===== config.mk =====
export PLATFORM = sky130hd
export DESIGN_NAME = pmc_clock_ctrl
export DESIGN_NICKNAME = d
export VERILOG_FILES = /design/src/rtl/pmc_pkg.sv /design/src/rtl/pmc_clock_ctrl.sv /design/src/rtl/pmc_tick_div.sv
export SDC_FILE = /design/constraint.sdc
export NUM_CORES = 1
export LEC_CHECK = 0
export BUFFER_PORTS_ARGS = -buffer_cell sky130_fd_sc_hd__buf_2
export CAP_MARGIN = 20
export CORE_ASPECT_RATIO = 0.7
export CORE_MARGIN = 1.5
export CORE_UTILIZATION = 45
export DETAILED_ROUTE_END_ITERATION = 10
export PLACE_DENSITY = 0.61
export SETUP_SLACK_MARGIN = 0.3
export SLEW_MARGIN = 20
export SYNTH_ARGS = -nofsm -noshare
export SYNTH_HDL_FRONTEND = slang
export SYNTH_SLANG_ARGS = --single-unit

===== constraint.sdc =====
create_clock -name hclk -period 7.3 [get_ports hclk]
set_clock_uncertainty 0.1 [all_clocks]
set_input_delay 0 -clock hclk [delete_from_list [all_inputs] [get_ports hclk]]
set_output_delay 0 -clock hclk [all_outputs]
set_load 0.005 [all_outputs]

===== src/rtl/pmc_pkg.sv =====
// Purpose: Shared constants, layouts and helpers of the clock configuration block
// Assumes: 32-bit AHB-Lite register bus, one word per register
// Notes:   Offsets are byte addresses inside the block window
//
// Notes on behaviour
// - Count main clocks over 16 slow periods
// - Valid flag low until oscillator on, count done
// - PLL A divider: 0 none, 1 bypass, else divide
// - PLL A lock flag after programmed slow cycles
// - PLL A multiplier zero off, else times field+1
// - PLL B divider: 0 none, 1 bypass, else divide
// - PLL B lock flag after programmed slow cycles
// - PLL B multiplier zero off, else times field+1
// - USB divider passes, halves, quarters; 11 reserved
// - Master source: slow, main, PLL A, PLL B clock
// - Master prescaler divides by powers 1 to 64
// - Programmable clock source: slow, main, A, B
// - Programmable prescaler divides by powers 1 to 64
// - Enable register sets interrupt enables by ones
// - Disable register clears interrupt enables by ones
// - Status layout: flags at 0-3 and 8-11
// - Oscillator stable after start count times eight
package pmc_pkg;

  // Register byte offsets
  localparam logic [7:0] OFF_OSC_CTRL  = 8'h00;
  localparam logic [7:0] OFF_FREQ_MEAS = 8'h04;
  localparam logic [7:0] OFF_PLL_A     = 8'h08;
  localparam logic [7:0] OFF_PLL_B     = 8'h0c;
  localparam logic [7:0] OFF_MCK_SEL   = 8'h10;
  localparam logic [7:0] OFF_PCK0      = 8'h14;
  localparam logic [7:0] OFF_IRQ_EN    = 8'h30;
  localparam logic [7:0] OFF_IRQ_DIS   = 8'h34;
  localparam logic [7:0] OFF_STATUS    = 8'h38;
  localparam logic [7:0] OFF_IRQ_MASK  = 8'h3c;

  // Word stride between programmable clock registers
  localparam logic [7:0] PCK_STRIDE    = 8'h04;
  localparam int         NUM_PCK       = 4;

  // Status and interrupt bit positions
  localparam int         ST_OSC        = 0;
  localparam int         ST_LOCK_A     = 1;
  localparam int         ST_LOCK_B     = 2;
  localparam int         ST_MCK_RDY    = 3;
  localparam int         ST_PCK0       = 8;
  localparam logic [11:0] IRQ_BITS     = 12'hf0f;

  // Frequency measurement layout and window
  localparam int         FREQ_W        = 16;
  localparam int         FREQ_VALID_BIT = 16;
  localparam logic [3:0] MEAS_LAST     = 4'hf;

  // Oscillator control layout
  localparam int         OSC_EN_BIT    = 0;
  localparam int         OSC_BYP_BIT   = 1;
  localparam int         OSC_CNT_LSB   = 8;
  localparam int         OSC_CNT_W     = 8;
  localparam int         OSC_MUL_SH    = 3;

  // Master and programmable clock layout
  localparam int         CSS_LSB       = 0;
  localparam int         CLOCK_PRESCALER_LSB      = 2;

  // Reset values
  localparam logic [31:0] PLL_RST      = 32'h2000_0000;
  localparam logic [31:0] ZERO_WORD    = 32'h0000_0000;

  // PLL configuration word, laid out as the register
  typedef struct packed {
    logic [1:0]  pad_hi;      // Bits 31:30
    logic [1:0]  usb_div;     // Bits 29:28, USB divider on B
    logic        pad_mid;     // Bit 27
    logic [10:0] mul;         // Bits 26:16
    logic [1:0]  range;       // Bits 15:14
    logic [5:0]  lock_wait;   // Bits 13:8
    logic [7:0]  in_div;      // Bits 7:0
  } pmc_pll_cfg_t;

  // Clock select word: source and prescaler
  typedef struct packed {
    logic [26:0] pad;         // Reads as zero
    logic [2:0]  clock_prescaler;
    logic [1:0]  src;
  } pmc_clk_sel_t;

  // Prescaler code to division ratio, reserved gives no output
  function automatic logic [7:0] clock_prescaler_ratio(input logic [2:0] code);
    logic [7:0] r;
    r = 8'h00;
    if (code != 3'h7)
    begin
      r = 8'h01 << code;
    end
    return r;
  endfunction

  // USB divider code to ratio, reserved gives no output
  function automatic logic [7:0] usb_ratio(input logic [1:0] code);
    logic [7:0] r;
    r = 8'h00;
    if (code != 2'h3)
    begin
      r = 8'h01 << code;
    end
    return r;
  endfunction

endpackage


===== src/rtl/pmc_clock_ctrl.sv =====
// Purpose: Clock generator configuration, measurement and status over AHB-Lite
// Assumes: Slow, main and PLL clocks arrive as pins, much slower than hclk
// Notes:   Derived clocks leave as one-cycle hclk ticks
`timescale 1ns/10ps
module pmc_clock_ctrl (
  input  wire logic        hclk,
  input  wire logic        hresetn,
  input  wire logic        hsel,
  input  wire logic [31:0] haddr,
  input  wire logic [1:0]  htrans,
  input  wire logic        hwrite,
  input  wire logic [2:0]  hsize,
  input  wire logic [31:0] hwdata,
  input  wire logic        hready,
  output logic [31:0]      hrdata,
  output logic             hreadyout,
  output logic             hresp,
  input  wire logic        slow_clk_pin,
  input  wire logic        main_clk_pin,
  input  wire logic        pll_a_clk_pin,
  input  wire logic        pll_b_clk_pin,
  output logic             osc_enable,
  output logic             osc_bypass,
  output logic             pll_a_ref_tick,
  output logic             pll_b_ref_tick,
  output logic             pll_a_enable,
  output logic             pll_b_enable,
  output logic [11:0]      pll_a_mult,
  output logic [11:0]      pll_b_mult,
  output logic [1:0]       pll_a_freq_range,
  output logic [1:0]       pll_b_freq_range,
  output logic             mck_tick,
  output logic [3:0]       pck_tick,
  output logic             usb_tick,
  output logic             irq
);

  // Pin synchronisers: stage one, stage two, edge history
  logic [3:0]  sync1_r;            // First stage, read only by stage two
  logic [3:0]  sync2_r;            // Second stage
  logic [3:0]  sync3_r;            // Previous synced level
  logic [3:0]  edge_t;             // Rising edges: slow, main, A, B

  // Bus state
  logic        wr_pend_r;          // Write data phase pending
  logic        rd_pend_r;          // Read wait cycle pending
  logic [7:0]  addr_r;             // Latched address
  logic        accept;             // Address phase taken

  // Configuration registers
  logic [31:0]       osc_ctl_r;    // Oscillator enable, bypass, start count
  pmc_pkg::pmc_pll_cfg_t pll_r [2];   // PLL A and B settings
  pmc_pkg::pmc_clk_sel_t mck_r;       // Master clock select
  pmc_pkg::pmc_clk_sel_t pck_r [4];   // Programmable clock selects
  logic [11:0] mask_r;             // Interrupt enables

  // Oscillator and measurement state
  logic [10:0] osc_cnt_r;          // Start-up slow cycle count
  logic        osc_stable_r;       // Oscillator settled
  logic [3:0]  win_r;              // Slow periods in window
  logic        win_run_r;          // Window open
  logic [15:0] meas_cnt_r;         // Main cycles in window
  logic [15:0] main_freq_count_r;  // Last full count
  logic        main_count_valid_r; // Count is usable

  // Lock, ready state
  logic [5:0]  lock_cnt_r [2];     // Lock wait remaining
  logic [1:0]  lock_run_r;         // Lock wait in progress
  logic [1:0]  locked_r;           // Lock flags
  logic        mck_wait_r;         // Waiting for new master clock
  logic        mck_rdy_r;          // Master clock ready
  logic [3:0]  pck_wait_r;         // Waiting for programmable clocks
  logic [3:0]  pck_rdy_r;          // Programmable clocks ready

  // Derived ticks, status word and start target
  logic        slow_t;             // Slow clock edge
  logic        main_t;             // Main clock edge, oscillator settled
  logic [1:0]  pll_t;              // PLL outputs, gated by enable
  logic [3:0]  src_t;              // Sources: slow, main, A, B
  logic [1:0]  ref_t;              // Divider outputs to PLLs
  logic        mck_t;              // Master clock tick
  logic [3:0]  pck_t;              // Programmable clock ticks
  logic        usb_t;              // USB clock tick
  logic [11:0] status;             // Status word, low twelve bits
  logic [10:0] osc_target;         // Start count times eight

  // Write strobe for one register offset in its data phase
  function automatic logic wr_hit(input logic [7:0] off);
    return wr_pend_r && (addr_r == off);
  endfunction

  // Status assembly
  always_comb
  begin
    status                          = 12'h000;
    status[pmc_pkg::ST_OSC]         = osc_stable_r;
    status[pmc_pkg::ST_LOCK_A]      = locked_r[0];
    status[pmc_pkg::ST_LOCK_B]      = locked_r[1];
    status[pmc_pkg::ST_MCK_RDY]     = mck_rdy_r;
    status[pmc_pkg::ST_PCK0 +: 4]   = pck_rdy_r;
  end

  assign edge_t     = sync2_r & ~sync3_r;
  assign slow_t     = edge_t[0];
  assign main_t     = edge_t[1] & osc_stable_r;
  assign pll_t      = edge_t[3:2] & {pll_b_enable, pll_a_enable};
  assign src_t      = {pll_t[1], pll_t[0], main_t, slow_t};
  assign accept     = hsel && htrans[1] && hready;
  assign osc_target = {osc_ctl_r[pmc_pkg::OSC_CNT_LSB +: pmc_pkg::OSC_CNT_W],
                       3'h0};

  // Two-stage synchronisers for all clock pins
  always_ff @(posedge hclk or negedge hresetn)
  begin
    if (!hresetn)
    begin
      sync1_r <= 4'h0;
      sync2_r <= 4'h0;
      sync3_r <= 4'h0;
    end
    else
    begin
      sync1_r <= {pll_b_clk_pin, pll_a_clk_pin, main_clk_pin, slow_clk_pin};
      sync2_r <= sync1_r;
      sync3_r <= sync2_r;
    end
  end

  // Bus phases: writes take no wait, reads take one
  always_ff @(posedge hclk or negedge hresetn)
  begin
    if (!hresetn)
    begin
      wr_pend_r <= 1'b0;
      rd_pend_r <= 1'b0;
      addr_r    <= 8'h00;
      hreadyout <= 1'b1;
      hresp     <= 1'b0;
    end
    else
    begin
      wr_pend_r <= accept && hwrite;
      rd_pend_r <= accept && !hwrite;
      hreadyout <= !(accept && !hwrite);   // Stall so the read sees fresh state
      hresp     <= 1'b0;                   // Always OKAY
      if (accept)
      begin
        addr_r <= haddr[7:0];
      end
    end
  end

  // Read data mux, unmapped reads give zero
  always_ff @(posedge hclk or negedge hresetn)
  begin
    if (!hresetn)
    begin
      hrdata <= pmc_pkg::ZERO_WORD;
    end
    else if (rd_pend_r)
    begin
      hrdata <= pmc_pkg::ZERO_WORD;
      unique case (addr_r)
        pmc_pkg::OFF_OSC_CTRL:  hrdata <= osc_ctl_r;
        pmc_pkg::OFF_FREQ_MEAS: hrdata <= {15'h0000, main_count_valid_r,
                                           main_freq_count_r};
        pmc_pkg::OFF_PLL_A:     hrdata <= pll_r[0];
        pmc_pkg::OFF_PLL_B:     hrdata <= pll_r[1];
        pmc_pkg::OFF_MCK_SEL:   hrdata <= mck_r;
        pmc_pkg::OFF_STATUS:    hrdata <= {20'h00000, status};
        pmc_pkg::OFF_IRQ_MASK:  hrdata <= {20'h00000, mask_r};
        default:
        begin
          for (int i = 0; i < pmc_pkg::NUM_PCK; i++)
          begin
            if (addr_r == pmc_pkg::OFF_PCK0 + 8'(i) * pmc_pkg::PCK_STRIDE)
            begin
              hrdata <= pck_r[i];
            end
          end
        end
      endcase
    end
  end

  // Configuration register writes
  always_ff @(posedge hclk or negedge hresetn)
  begin
    if (!hresetn)
    begin
      osc_ctl_r <= pmc_pkg::ZERO_WORD;
      pll_r[0]  <= pmc_pkg::PLL_RST;
      pll_r[1]  <= pmc_pkg::ZERO_WORD;
      mck_r     <= pmc_pkg::ZERO_WORD;
      for (int i = 0; i < pmc_pkg::NUM_PCK; i++)
      begin
        pck_r[i] <= pmc_pkg::ZERO_WORD;
      end
    end
    else
    begin
      if (wr_hit(pmc_pkg::OFF_OSC_CTRL))
      begin
        osc_ctl_r <= hwdata;
      end
      if (wr_hit(pmc_pkg::OFF_PLL_A))
      begin
        pll_r[0] <= hwdata;          // Bit 29 kept as software wrote it
      end
      if (wr_hit(pmc_pkg::OFF_PLL_B))
      begin
        pll_r[1] <= hwdata;
      end
      if (wr_hit(pmc_pkg::OFF_MCK_SEL))
      begin
        mck_r <= {27'h0000000, hwdata[4:0]};
      end
      for (int i = 0; i < pmc_pkg::NUM_PCK; i++)
      begin
        if (wr_hit(pmc_pkg::OFF_PCK0 + 8'(i) * pmc_pkg::PCK_STRIDE))
        begin
          pck_r[i] <= {27'h0000000, hwdata[4:0]};
        end
      end
    end
  end

  // Interrupt enable and disable by written ones
  always_ff @(posedge hclk or negedge hresetn)
  begin
    if (!hresetn)
    begin
      mask_r <= 12'h000;
    end
    else
    begin
      if (wr_hit(pmc_pkg::OFF_IRQ_EN))
      begin
        mask_r <= mask_r | (hwdata[11:0] & pmc_pkg::IRQ_BITS);
      end
      else if (wr_hit(pmc_pkg::OFF_IRQ_DIS))
      begin
        mask_r <= mask_r & ~hwdata[11:0];
      end
    end
  end

  // Interrupt output
  always_ff @(posedge hclk or negedge hresetn)
  begin
    if (!hresetn)
    begin
      irq <= 1'b0;
    end
    else
    begin
      irq <= |(status & mask_r);
    end
  end

  // Oscillator start-up wait
  always_ff @(posedge hclk or negedge hresetn)
  begin
    if (!hresetn)
    begin
      osc_cnt_r    <= 11'h000;
      osc_stable_r <= 1'b0;
    end
    else if (wr_hit(pmc_pkg::OFF_OSC_CTRL))
    begin
      osc_cnt_r    <= 11'h000;         // Restart on any change
      osc_stable_r <= 1'b0;
    end
    else if (osc_ctl_r[pmc_pkg::OSC_BYP_BIT])
    begin
      osc_stable_r <= 1'b1;            // Bypass: stable at once
    end
    else if (!osc_ctl_r[pmc_pkg::OSC_EN_BIT])
    begin
      osc_stable_r <= 1'b0;
      osc_cnt_r    <= 11'h000;
    end
    else if (osc_cnt_r >= osc_target)
    begin
      osc_stable_r <= 1'b1;
    end
    else if (slow_t)
    begin
      osc_cnt_r <= osc_cnt_r + 11'h001;
    end
  end

  // Main clock frequency measurement over sixteen slow periods
  always_ff @(posedge hclk or negedge hresetn)
  begin
    if (!hresetn)
    begin
      win_r              <= 4'h0;
      win_run_r          <= 1'b0;
      meas_cnt_r         <= 16'h0000;
      main_freq_count_r  <= 16'h0000;
      main_count_valid_r <= 1'b0;
    end
    else if (!osc_stable_r)
    begin
      win_run_r          <= 1'b0;      // Oscillator not settled: count invalid
      win_r              <= 4'h0;
      meas_cnt_r         <= 16'h0000;
      main_count_valid_r <= 1'b0;
    end
    else
    begin
      if (win_run_r && main_t)
      begin
        meas_cnt_r <= meas_cnt_r + 16'h0001;
      end
      if (slow_t)
      begin
        if (!win_run_r)
        begin
          win_run_r  <= 1'b1;          // Window opens on slow edge
          win_r      <= 4'h0;
          meas_cnt_r <= 16'h0000;
        end
        else if (win_r == pmc_pkg::MEAS_LAST)
        begin
          win_run_r          <= 1'b0;
          main_freq_count_r  <= meas_cnt_r + {15'h0000, main_t};
          main_count_valid_r <= 1'b1;
        end
        else
        begin
          win_r <= win_r + 4'h1;
        end
      end
    end
  end

  // PLL lock waits, restarted by each register write
  always_ff @(posedge hclk or negedge hresetn)
  begin
    if (!hresetn)
    begin
      lock_run_r <= 2'b00;
      locked_r   <= 2'b00;
      for (int p = 0; p < 2; p++)
      begin
        lock_cnt_r[p] <= 6'h00;
      end
    end
    else
    begin
      for (int p = 0; p < 2; p++)
      begin
        if (wr_hit(p == 0 ? pmc_pkg::OFF_PLL_A : pmc_pkg::OFF_PLL_B))
        begin
          locked_r[p]   <= 1'b0;
          lock_run_r[p] <= 1'b1;
          lock_cnt_r[p] <= hwdata[13:8];
        end
        else if (pll_r[p].mul == 11'h000)
        begin
          locked_r[p]   <= 1'b0;       // Deactivated PLL never locks
          lock_run_r[p] <= 1'b0;
        end
        else if (lock_run_r[p] && lock_cnt_r[p] == 6'h00)
        begin
          locked_r[p]   <= 1'b1;
          lock_run_r[p] <= 1'b0;
        end
        else if (lock_run_r[p] && slow_t)
        begin
          lock_cnt_r[p] <= lock_cnt_r[p] - 6'h01;
        end
      end
    end
  end

  // PLL and oscillator controls, registered output ticks
  always_ff @(posedge hclk or negedge hresetn)
  begin
    if (!hresetn)
    begin
      pll_a_enable     <= 1'b0;
      pll_b_enable     <= 1'b0;
      pll_a_mult       <= 12'h000;
      pll_b_mult       <= 12'h000;
      pll_a_freq_range <= 2'h0;
      pll_b_freq_range <= 2'h0;
      osc_enable       <= 1'b0;
      osc_bypass       <= 1'b0;
      pll_a_ref_tick   <= 1'b0;
      pll_b_ref_tick   <= 1'b0;
      mck_tick         <= 1'b0;
      pck_tick         <= 4'h0;
      usb_tick         <= 1'b0;
    end
    else
    begin
      pll_a_enable     <= pll_r[0].mul != 11'h000;
      pll_b_enable     <= pll_r[1].mul != 11'h000;
      pll_a_mult       <= {1'b0, pll_r[0].mul} + 12'h001;
      pll_b_mult       <= {1'b0, pll_r[1].mul} + 12'h001;
      pll_a_freq_range <= pll_r[0].range;
      pll_b_freq_range <= pll_r[1].range;
      osc_enable       <= osc_ctl_r[pmc_pkg::OSC_EN_BIT];
      osc_bypass       <= osc_ctl_r[pmc_pkg::OSC_BYP_BIT];
      pll_a_ref_tick   <= ref_t[0];
      pll_b_ref_tick   <= ref_t[1];
      mck_tick         <= mck_t;
      pck_tick         <= pck_t;
      usb_tick         <= usb_t;
    end
  end

  // Ready flags follow the first tick after a reprogram
  always_ff @(posedge hclk or negedge hresetn)
  begin
    if (!hresetn)
    begin
      mck_wait_r <= 1'b1;
      mck_rdy_r  <= 1'b0;
      pck_wait_r <= 4'hf;
      pck_rdy_r  <= 4'h0;
    end
    else
    begin
      if (wr_hit(pmc_pkg::OFF_MCK_SEL))
      begin
        mck_wait_r <= 1'b1;
        mck_rdy_r  <= 1'b0;
      end
      else if (mck_wait_r && mck_t)
      begin
        mck_wait_r <= 1'b0;
        mck_rdy_r  <= 1'b1;
      end
      for (int i = 0; i < pmc_pkg::NUM_PCK; i++)
      begin
        if (wr_hit(pmc_pkg::OFF_PCK0 + 8'(i) * pmc_pkg::PCK_STRIDE))
        begin
          pck_wait_r[i] <= 1'b1;
          pck_rdy_r[i]  <= 1'b0;
        end
        else if (pck_wait_r[i] && pck_t[i])
        begin
          pck_wait_r[i] <= 1'b0;
          pck_rdy_r[i]  <= 1'b1;
        end
      end
    end
  end

  // PLL input dividers, both fed from the main clock
  pmc_tick_div u_div_a (
    .hclk     (hclk),
    .hresetn  (hresetn),
    .tick_in  (main_t),
    .ratio    (pll_r[0].in_div),
    .tick_out (ref_t[0])
  );

  pmc_tick_div u_div_b (
    .hclk     (hclk),
    .hresetn  (hresetn),
    .tick_in  (main_t),
    .ratio    (pll_r[1].in_div),
    .tick_out (ref_t[1])
  );

  // USB divider on PLL B output
  pmc_tick_div u_div_usb (
    .hclk     (hclk),
    .hresetn  (hresetn),
    .tick_in  (pll_t[1]),
    .ratio    (pmc_pkg::usb_ratio(pll_r[1].usb_div)),
    .tick_out (usb_t)
  );

  // Master clock: source select then prescaler
  pmc_tick_div u_div_mck (
    .hclk     (hclk),
    .hresetn  (hresetn),
    .tick_in  (src_t[mck_r.src]),
    .ratio    (pmc_pkg::clock_prescaler_ratio(mck_r.clock_prescaler)),
    .tick_out (mck_t)
  );

  // Programmable clocks: source select then prescaler each
  for (genvar g = 0; g < pmc_pkg::NUM_PCK; g++)
  begin : g_pck
    pmc_tick_div u_div_pck (
      .hclk     (hclk),
      .hresetn  (hresetn),
      .tick_in  (src_t[pck_r[g].src]),
      .ratio    (pmc_pkg::clock_prescaler_ratio(pck_r[g].clock_prescaler)),
      .tick_out (pck_t[g])
    );
  end

endmodule


===== src/rtl/pmc_tick_div.sv =====
// Purpose: Divides a stream of one-cycle ticks by a programmable ratio
// Assumes: tick_in is a single-cycle strobe on hclk
// Notes:   Ratio zero stops the output; ratio one passes every tick
`timescale 1ns/10ps
module pmc_tick_div (
  input  wire logic       hclk,
  input  wire logic       hresetn,
  input  wire logic       tick_in,
  input  wire logic [7:0] ratio,
  output logic            tick_out
);

  logic [7:0] cnt_r;       // Ticks seen in current period

  // Count input ticks, emit one per full period
  always_ff @(posedge hclk or negedge hresetn)
  begin
    if (!hresetn)
    begin
      cnt_r    <= 8'h00;
      tick_out <= 1'b0;
    end
    else
    begin
      tick_out <= 1'b0;
      if (ratio == 8'h00)
      begin
        cnt_r <= 8'h00;      // Output held at zero
      end
      else if (tick_in)
      begin
        if (cnt_r >= ratio - 8'h01)
        begin
          cnt_r    <= 8'h00;
          tick_out <= 1'b1;
        end
        else
        begin
          cnt_r <= cnt_r + 8'h01;
        end
      end
    end
  end

endmodule

==> results.tsv, run 1 <==
stage	metric	value	unit
worst_hold_path	hold-path-endpoint	hreadyout	
floorplan	fp.dieH	175.2	um
grt	globalRouteMet1Util	35.49	%
setup_path	critPathKind	register to register	
setup_path	critical_path_required	7.67	ns
routing	drt_pass1_iterations	9	
power_and_ir_drop	p_leak	10.09	nW
setup_path	crit_fanout	9	
timing	hold_viol	0	
timing	timing.fmax	0.2999	GHz
synthesis	yosysWarnings	0	
cells_and_area	diodes	0	
worst_hold_path	hold_path_startpoint	hready	
job	max-cap-violations	0	
power_and_ir_drop	ir_drop	0.0002046	V
synthesis	synth.avg_cell_area	9.914	sq um
grt	grt_pass1_vias	14600	
setup_path	cp-start-kind	register	
setup_path	crit_chain	or3_1 > ha_1 > nor3_1 > a21oi_1 > o21a_1 > ha_1 > a211oi_1 > o21ai_0 > a211oi_2 > nand2_1 > o22ai_1	
clock_tree	cts_tree	built	
timing	grt_setup_unrepaired	false	
clock_tree	cts_buffer_depth	3	
placed_design	dpl.hpwl	34530	um
setup_path	regToRegSetupSlack	3.97	ns
setup_path	crit_slowest_cell	a211oi_2	
synthesis	postSynthCellCount	1923	
grt	grt_start_max_net_pins	176	
setup_path	r2r-end	g_pck[2].u_div_pck.cnt_r[6]	
placed_design	placed_area	0.02014	sq mm
routing	wl_per_cell	19.08	um
power_and_ir_drop	pwr_density_cell	244.5	mW/mm^2
synthesis	synth.distinct_cells	82	
placed_design	io_buffers	123	
grt	antenna_found_initial	1	
grt	grtUsageTotal	23.14	%
clock_tree	clock_sink_count	377	
grt	met3_usage	3.620	%
synthesis	synth_nets	2103	
setup_path	crit_buf_inv	0	
cells_and_area	areaGrowthSynthToFinish	15.04	%
grt	busiest_layer	met1	
cells_and_area	layout_common_cells	dfrtp_1, nand2_1, nor2_1, buf_2, ha_1	
timing	fin_tns_setup	0	ns
worst_hold_path	hold_path_class	input port to register	
clock_tree	cts_max_level	2	
clock_tree	root_buffer	clkbuf_16	
setup_path	cpPeakStageDelay	0.53	ns
setup_path	reg2reg_from	pck_r[35]	
placed_design	post-place-ws	4.007	ns
synthesis	synth_edf_count	0	
worst_hold_path	min_path_cells	3	
synthesis	synth_top_area_cell	dfrtp_1	
clock_tree	post_cts_buffers	0	
setup_path	arrival	3.70	ns
cells_and_area	drive_gt1_share	14.59	%
floorplan	rows	62	
floorplan	coreArea	0.04142	sq mm
synthesis	ys.flop_type	dfrtp_1	
synthesis	synth_seq_area_share	49.53	%
outcome	outcome	finished, final reports clean	
setup_path	reg2regPathDepth	11	
synthesis	netlist_area	0.01906	sq mm
routing	routed_wl	50400	um
clock_tree	path_clk_slew	0.06	ns
routing	drc	0	
grt	grt.overflow.total	0	
placed_design	gp_congestion	0.8384	
clock_tree	cts_buffers	38	
routing	avgViaCountPerCell	5.650	
setup_path	critical_path.top_delay_family	compound AO/OA/AOI/OAI gates	
timing	fin_crit_sh	45.68	%
cells_and_area	final_common_cell	dfrtp_1	
floorplan	start_util	46.02	%
routing	drtAntennaViolNets	0	
timing	period_minus_slack	3.335	ns
grt	grt_pass1_wl	80680	um
timing	tightest_slew	1.095	ns
timing	worst_slack	3.965	ns
floorplan	ioPinCount	153	
grt	grt_use_met2	34.22	%
setup_path	crit_top_cell	ha_1	
timing	slew_violations	0	
routing	vias	14930	
synthesis	ys_ff_latch	377	
timing	setup_violations	0	
cells_and_area	fillers	3725	
synthesis	synth_top_area_share	48.57	%
synthesis	ys_async_sr_fraction	100.0	%
synthesis	synthTopCellsByArea	dfrtp_1, ha_1, nand2_1	
setup_path	cp-end-kind	register	
timing	max_slew_margin	26.36	%
clock_tree	clock_latency	0.55	ns
cells_and_area	layout.nets	2249	
cells_and_area	final_cell_area	0.02193	sq mm
floorplan	die_area	0.04363	sq mm
floorplan	die_width	249.0	um
routing	drt_iter0_drc	1345	
-- flip-flops by register name, summed over array words and instances, names as in the netlist, 5 cells and up, named ones only --
name and cells:
osc_cnt_r 11, mck_r 5, pll_r 64, u_div_b.cnt_r 8
pck_r 20, addr_r 8, pll_b_mult 12, hrdata 32
pll_a_mult 12, u_div_usb.cnt_r 8, lock_cnt_r 12, meas_cnt_r 16
g_pck.u_div_pck.cnt_r 32, main_freq_count_r 16, u_div_mck.cnt_r 8, osc_ctl_r 32
u_div_a.cnt_r 8
-- cell families (layout without fill, tap and decap cells) --
family,count (synthesis),in the layout,share of synthesized area [%]
AND/OR/NAND/NOR,749,749,18.36
flip-flops,377,377,49.53
AO/OA/AOI/OAI,350,350,12.21
buffers and inverters,159,334,3.367
adder cells (fa/ha/maj),102,102,6.694
XOR/XNOR,101,101,4.640
multiplexers,84,84,5.172
other,1,1,0.01967
-- power by group --
group	leakage (nW)	internal [W]	switching, W
clock	0.613	0.00111	0.000844
sequential	4.50	0.00232	0.000243
combinational	4.99	0.000383	0.000459
total	10.1	0.00382	0.00155
-- stage by stage --
stage	hold slack [ns]	util, %	instances	power [W]
6_report	0.06434	52.94	2642	0.005362
5_1_grt	0.1252	52.94	2642	0.005633
4_1_cts	0.05129	52.94	2642	0.005407
3_5_place_dp	-0.07335	48.63	2519	0.003413
3_3_place_gp	-0.07880	48.63	2519	0.003373
2_1_floorplan	-0.3956	-	1923	0.003062
-- worst reg2reg max path, cell delays in order (launching register included) --
cell and delay, ns:
dfrtp_1 0.47, or3_1 0.46, ha_1 0.29, nor3_1 0.19, a21oi_1 0.06, o21a_1 0.19, ha_1 0.19, a211oi_1 0.20
o21ai_0 0.26, a211oi_2 0.53, nand2_1 0.14, o22ai_1 0.18
-- timing repair --
| action | CTS | global route |
|---|---|---|
| hold endpoints to repair | 237 | 0 |
| hold buffers | 54 | 0 |
| gates resized for setup | 0 | 0 |
-- cells in the mapped netlist (all sizes together) (5+ instances only) --
library cell / count
a21boi: 6
dfrtp: 370
nor2: 160
a31oi: 21
o21ai: 96
a211oi: 18
and2: 9
mux2i: 13
mux4: 5
nor4: 14
o21a: 5
nand2: 334
a222oi: 31
nand3: 62
nand4: 22
nor2b: 7
a22o: 14
buf: 28
nand3b: 13
ha: 102
mux2: 66
dfstp: 7
nand2b: 21
a21oi: 85
a22oi: 19
and3: 40
xnor2: 48
nor3: 27
clkbuf: 56
or3: 11
xor2: 53
nor3b: 6
a21o: 17
inv: 75
-- how the worst max path moves through the flow --
stage | from | to | cells after the start
6_report | pck_r[35] | g_pck[2].u_div_pck.cnt_r[6] | 11
5_1_grt | pck_r[35] | g_pck[2].u_div_pck.cnt_r[5] | 11
4_1_cts | pck_r[35] | g_pck[2].u_div_pck.cnt_r[6] | 11
3_5_place_dp | pck_r[35] | g_pck[2].u_div_pck.cnt_r[6] | 11
3_3_place_gp | pll_r[37] | u_div_a.cnt_r[5] | 8
2_1_floorplan | pck_r[3] | g_pck[3].u_div_pck.cnt_r[3] | 13
-- per-layer routing --
layer  part of all wire [%]  wire length, um
met5                      0                0
met4                    1.7              848
met3                    6.2             3134
met2                     43            21540
met1                     49            24880
-- area by class of cell --
type / count / area [sq um] / area share, %
repair buffers: 190 / 1294 / 5.899
flip-flops and latches: 377 / 9444 / 43.06
inverters: 75 / 281.5 / 1.284
well taps: 544 / 680.7 / 3.104
clock inverters: 16 / 151.4 / 0.6903
multi-input cells: 1387 / 9001 / 41.04
clock buffers: 53 / 1079 / 4.918
Note: power is estimated with default switching activity, not from simulation.
==> run 2, diff against run 1 <==
==> constraint.sdc (replaced) <==
create_clock -name hclk -period 3.4 [get_ports hclk]
set_clock_uncertainty 0.1 [all_clocks]
set_input_delay 0 -clock hclk [delete_from_list [all_inputs] [get_ports hclk]]
set_output_delay 0 -clock hclk [all_outputs]
set_load 0.005 [all_outputs]
==> run 2 against run 1 <==
Compared with the run above:
- the run now ends with hold timing left
- maximum frequency grew 12%
- total power increased by 110%
- sequential power grew 110%
- global-route usage rose by 0.082 points
- setup slack got worse by 3.5 ns
- clock power up 110%
- sequential share of layout area is 0.46 points lower
- wire length is 0.62% lower
- via count rose by 0.70%
- clock-buffer cell count up 1
- critical path type unchanged
- largest cell class unchanged
==> results.tsv, run 2 (synthesized netlist as in run 1, its figures left out) <==
stage	metric	value	unit	change
timing	holdWs	-0.01402	ns	-0.07835 ns
floorplan	start_util	46.02	%	unchanged
routing	drt_iter0_drc	1451		+7.9%
routing	wl_per_cell	18.80	um	-1.5%
placed_design	dpl.hpwl	35190	um	+1.9%
floorplan	ioPinCount	153		unchanged
worst_hold_path	hold_path_class	input port to async pin		
floorplan	die_area	0.04363	sq mm	unchanged
outcome	violations	hold timing		
power_and_ir_drop	p_int	0.008218	W	+120%
floorplan	rows	62		unchanged
cells_and_area	final_cell_area	0.02218	sq mm	+1.1%
setup_path	cp-start-kind	register		
placed_design	gp_congestion	0.8620		+2.8%
timing	hold_viol	7		+7
clock_tree	cts_tree	built		
routing	drt_pass1_iterations	7		-2
cells_and_area	layout.nets	2279		+1.3%
clock_tree	cts_buffer_depth	3		unchanged
setup_path	critical_path_required	3.76	ns	-3.91 ns
timing	fin_tns_setup	0	ns	unchanged
setup_path	reg2reg_from	pck_r[4]		
clock_tree	root_buffer	clkbuf_16		
cells_and_area	areaGrowthSynthToFinish	16.34	%	
cells_and_area	largest_reg_flops	64		unchanged
setup_path	crit_fanout	10		+1
routing	routed_wl	50090	um	-0.62%
clock_tree	cts_max_level	2		unchanged
clock_tree	path_clk_slew	0.06	ns	about the same
timing	slew_violations	0		unchanged
cells_and_area	diodes	0		unchanged
clock_tree	clock_latency	0.56	ns	about the same
setup_path	arrival	3.33	ns	-0.37 ns
cells_and_area	fin_util	53.54	%	+0.60 points
placed_design	io_buffers	123		unchanged
routing	vias	15030		+0.70%
timing	period_minus_slack	2.967	ns	-0.3681 ns
routing	avgViaCountPerCell	5.640		-0.17%
grt	antenna_found_initial	1		unchanged
timing	timing.fmax	0.3371	GHz	+12%
outcome	outcome	complete, but fails checks		
power_and_ir_drop	power_frac_comb	16.0	%	+0.3 points
job	max-cap-violations	0		unchanged
routing	drtAntennaViolNets	0		unchanged
floorplan	fp.dieH	175.2	um	unchanged
grt	grt_start_max_net_pins	108		-39%
grt	grt.overflow.total	0		unchanged
setup_path	regToRegSetupSlack	0.43	ns	-3.53 ns
routing	drc	0		unchanged
setup_path	critPathKind	register to register		
grt	grt_pass1_wl	81030	um	+0.43%
placed_design	placed_area	0.02035	sq mm	+1.0%
power_and_ir_drop	ir_drop	0.0003668	V	+79%
setup_path	reg2regPathDepth	12		+1
timing	fin_crit_sh	87.25	%	+42 points
timing	tightest_slew	0.9083	ns	-0.1871 ns
floorplan	die_width	249.0	um	unchanged
clock_tree	cts_buffers	39		+2.6%
floorplan	coreArea	0.04142	sq mm	unchanged
setup_path	r2r-end	g_pck[3].u_div_pck.cnt_r[2]		
power_and_ir_drop	pwr_density_cell	518.2	mW/mm^2	+110%
setup_path	cp-end-kind	register		
power_and_ir_drop	p_switching	0.003274	W	+110%
cells_and_area	regMostFlops	pll_r		
timing	grt_setup_unrepaired	true		
power_and_ir_drop	p_leak	10.22	nW	+1.3%
timing	max_slew_margin	39.44	%	+13 points
cells_and_area	drive_gt1_share	16.41	%	+1.8 points
grt	grtUsageTotal	23.22	%	+0.082 points
grt	grt_pass1_vias	14420		-1.2%
power_and_ir_drop	pwr-share-seq	47.8	%	about the same
timing	setup_violations	0		unchanged
power_and_ir_drop	p_sw_share	28.49	%	-0.36 points
cells_and_area	final_common_cell	dfrtp_1		
clock_tree	clock_sink_count	377		unchanged
power_and_ir_drop	p_clk_share	36.1	%	-0.4 points
cells_and_area	layout_common_cells	dfrtp_1, nand2_1, nor2_1, buf_2, ha_1		
run 2: layer usage:
metal	wire length [um]	part of all wire, %	global-route usage (%)
met4	778	1.6	5.158
met2	21600	43	34.33
met3	3070	6.1	3.799
met5	0	0	0
met1	24650	49	35.59
run 2: critical path, cell delays in order, from the launching register on:
cell and delay (ns):
dfrtp_2 0.47, or3_4 0.41, ha_2 0.23, xor2_1 0.15, nor2_1 0.11, a21oi_1 0.05, ha_1 0.30, a21o_1 0.20
a21o_1 0.23, a211oi_2 0.23, buf_4 0.17, nand3b_1 0.08, a21oi_1 0.16
run 2: power by group through the flow:
stage / clock network [W] / logic [W] / registers, W
CTS: 0.00425 / 0.00184 / 0.00549
finish: 0.00415 / 0.00184 / 0.00550
global route: 0.00443 / 0.00209 / 0.00558
floorplan: 0 / 0.00117 / 0.00541
global placement: 0 / 0.00173 / 0.00554
detailed placement: 0 / 0.00178 / 0.00556
run 2: area by class of cell:
cell class,instances,area (sq um)
clock buffer,54,1092
clock inverter,9,106.4
fill,3739,19240
inverter,75,281.5
multi-input combinational,1387,9056
sequential,377,9449
tap,544,680.7
timing repair buffer,219,1514
run 2: per-stage QoR:
| step | worst slack, ns | cells | power [W] | hold WS, ns |
|---|---|---|---|---|
| after floorplan | 0.3759 | 1923 | 0.006575 | -0.3956 |
| after global placement | 0.2879 | 2544 | 0.007275 | 0.008455 |
| after detailed placement | 0.1431 | 2544 | 0.007340 | 0.009637 |
| after CTS | 0.2953 | 2662 | 0.01158 | 0.04550 |
| after global routing | 0.2254 | 2665 | 0.01210 | 0.05553 |
| final | 0.4334 | 2665 | 0.01149 | -0.01402 |
run 2: worst max path at each step:
stage                        start                           to  slack (ns)  cells after the start
after floorplan           pck_r[3]  g_pck[3].u_div_pck.cnt_r[3]        0.38                     13
after global placement    pck_r[4]  g_pck[3].u_div_pck.cnt_r[3]        0.29                     11
after detailed placement  pck_r[4]  g_pck[3].u_div_pck.cnt_r[2]        0.14                     11
after CTS                 pck_r[4]  g_pck[3].u_div_pck.cnt_r[2]        0.30                     12
after global routing      pck_r[3]  g_pck[3].u_div_pck.cnt_r[2]        0.23                     14
final                     pck_r[4]  g_pck[3].u_div_pck.cnt_r[2]        0.43                     12
run 2: timing repair:
item / in CTS / in global routing
pin swaps: 2 / 1
setup endpoints to repair: 15 / 32
hold buffers: 52 / 0
hold endpoints to repair: 261 / 0
buffers inserted: 3 / 3
resized for setup: 2 / 18
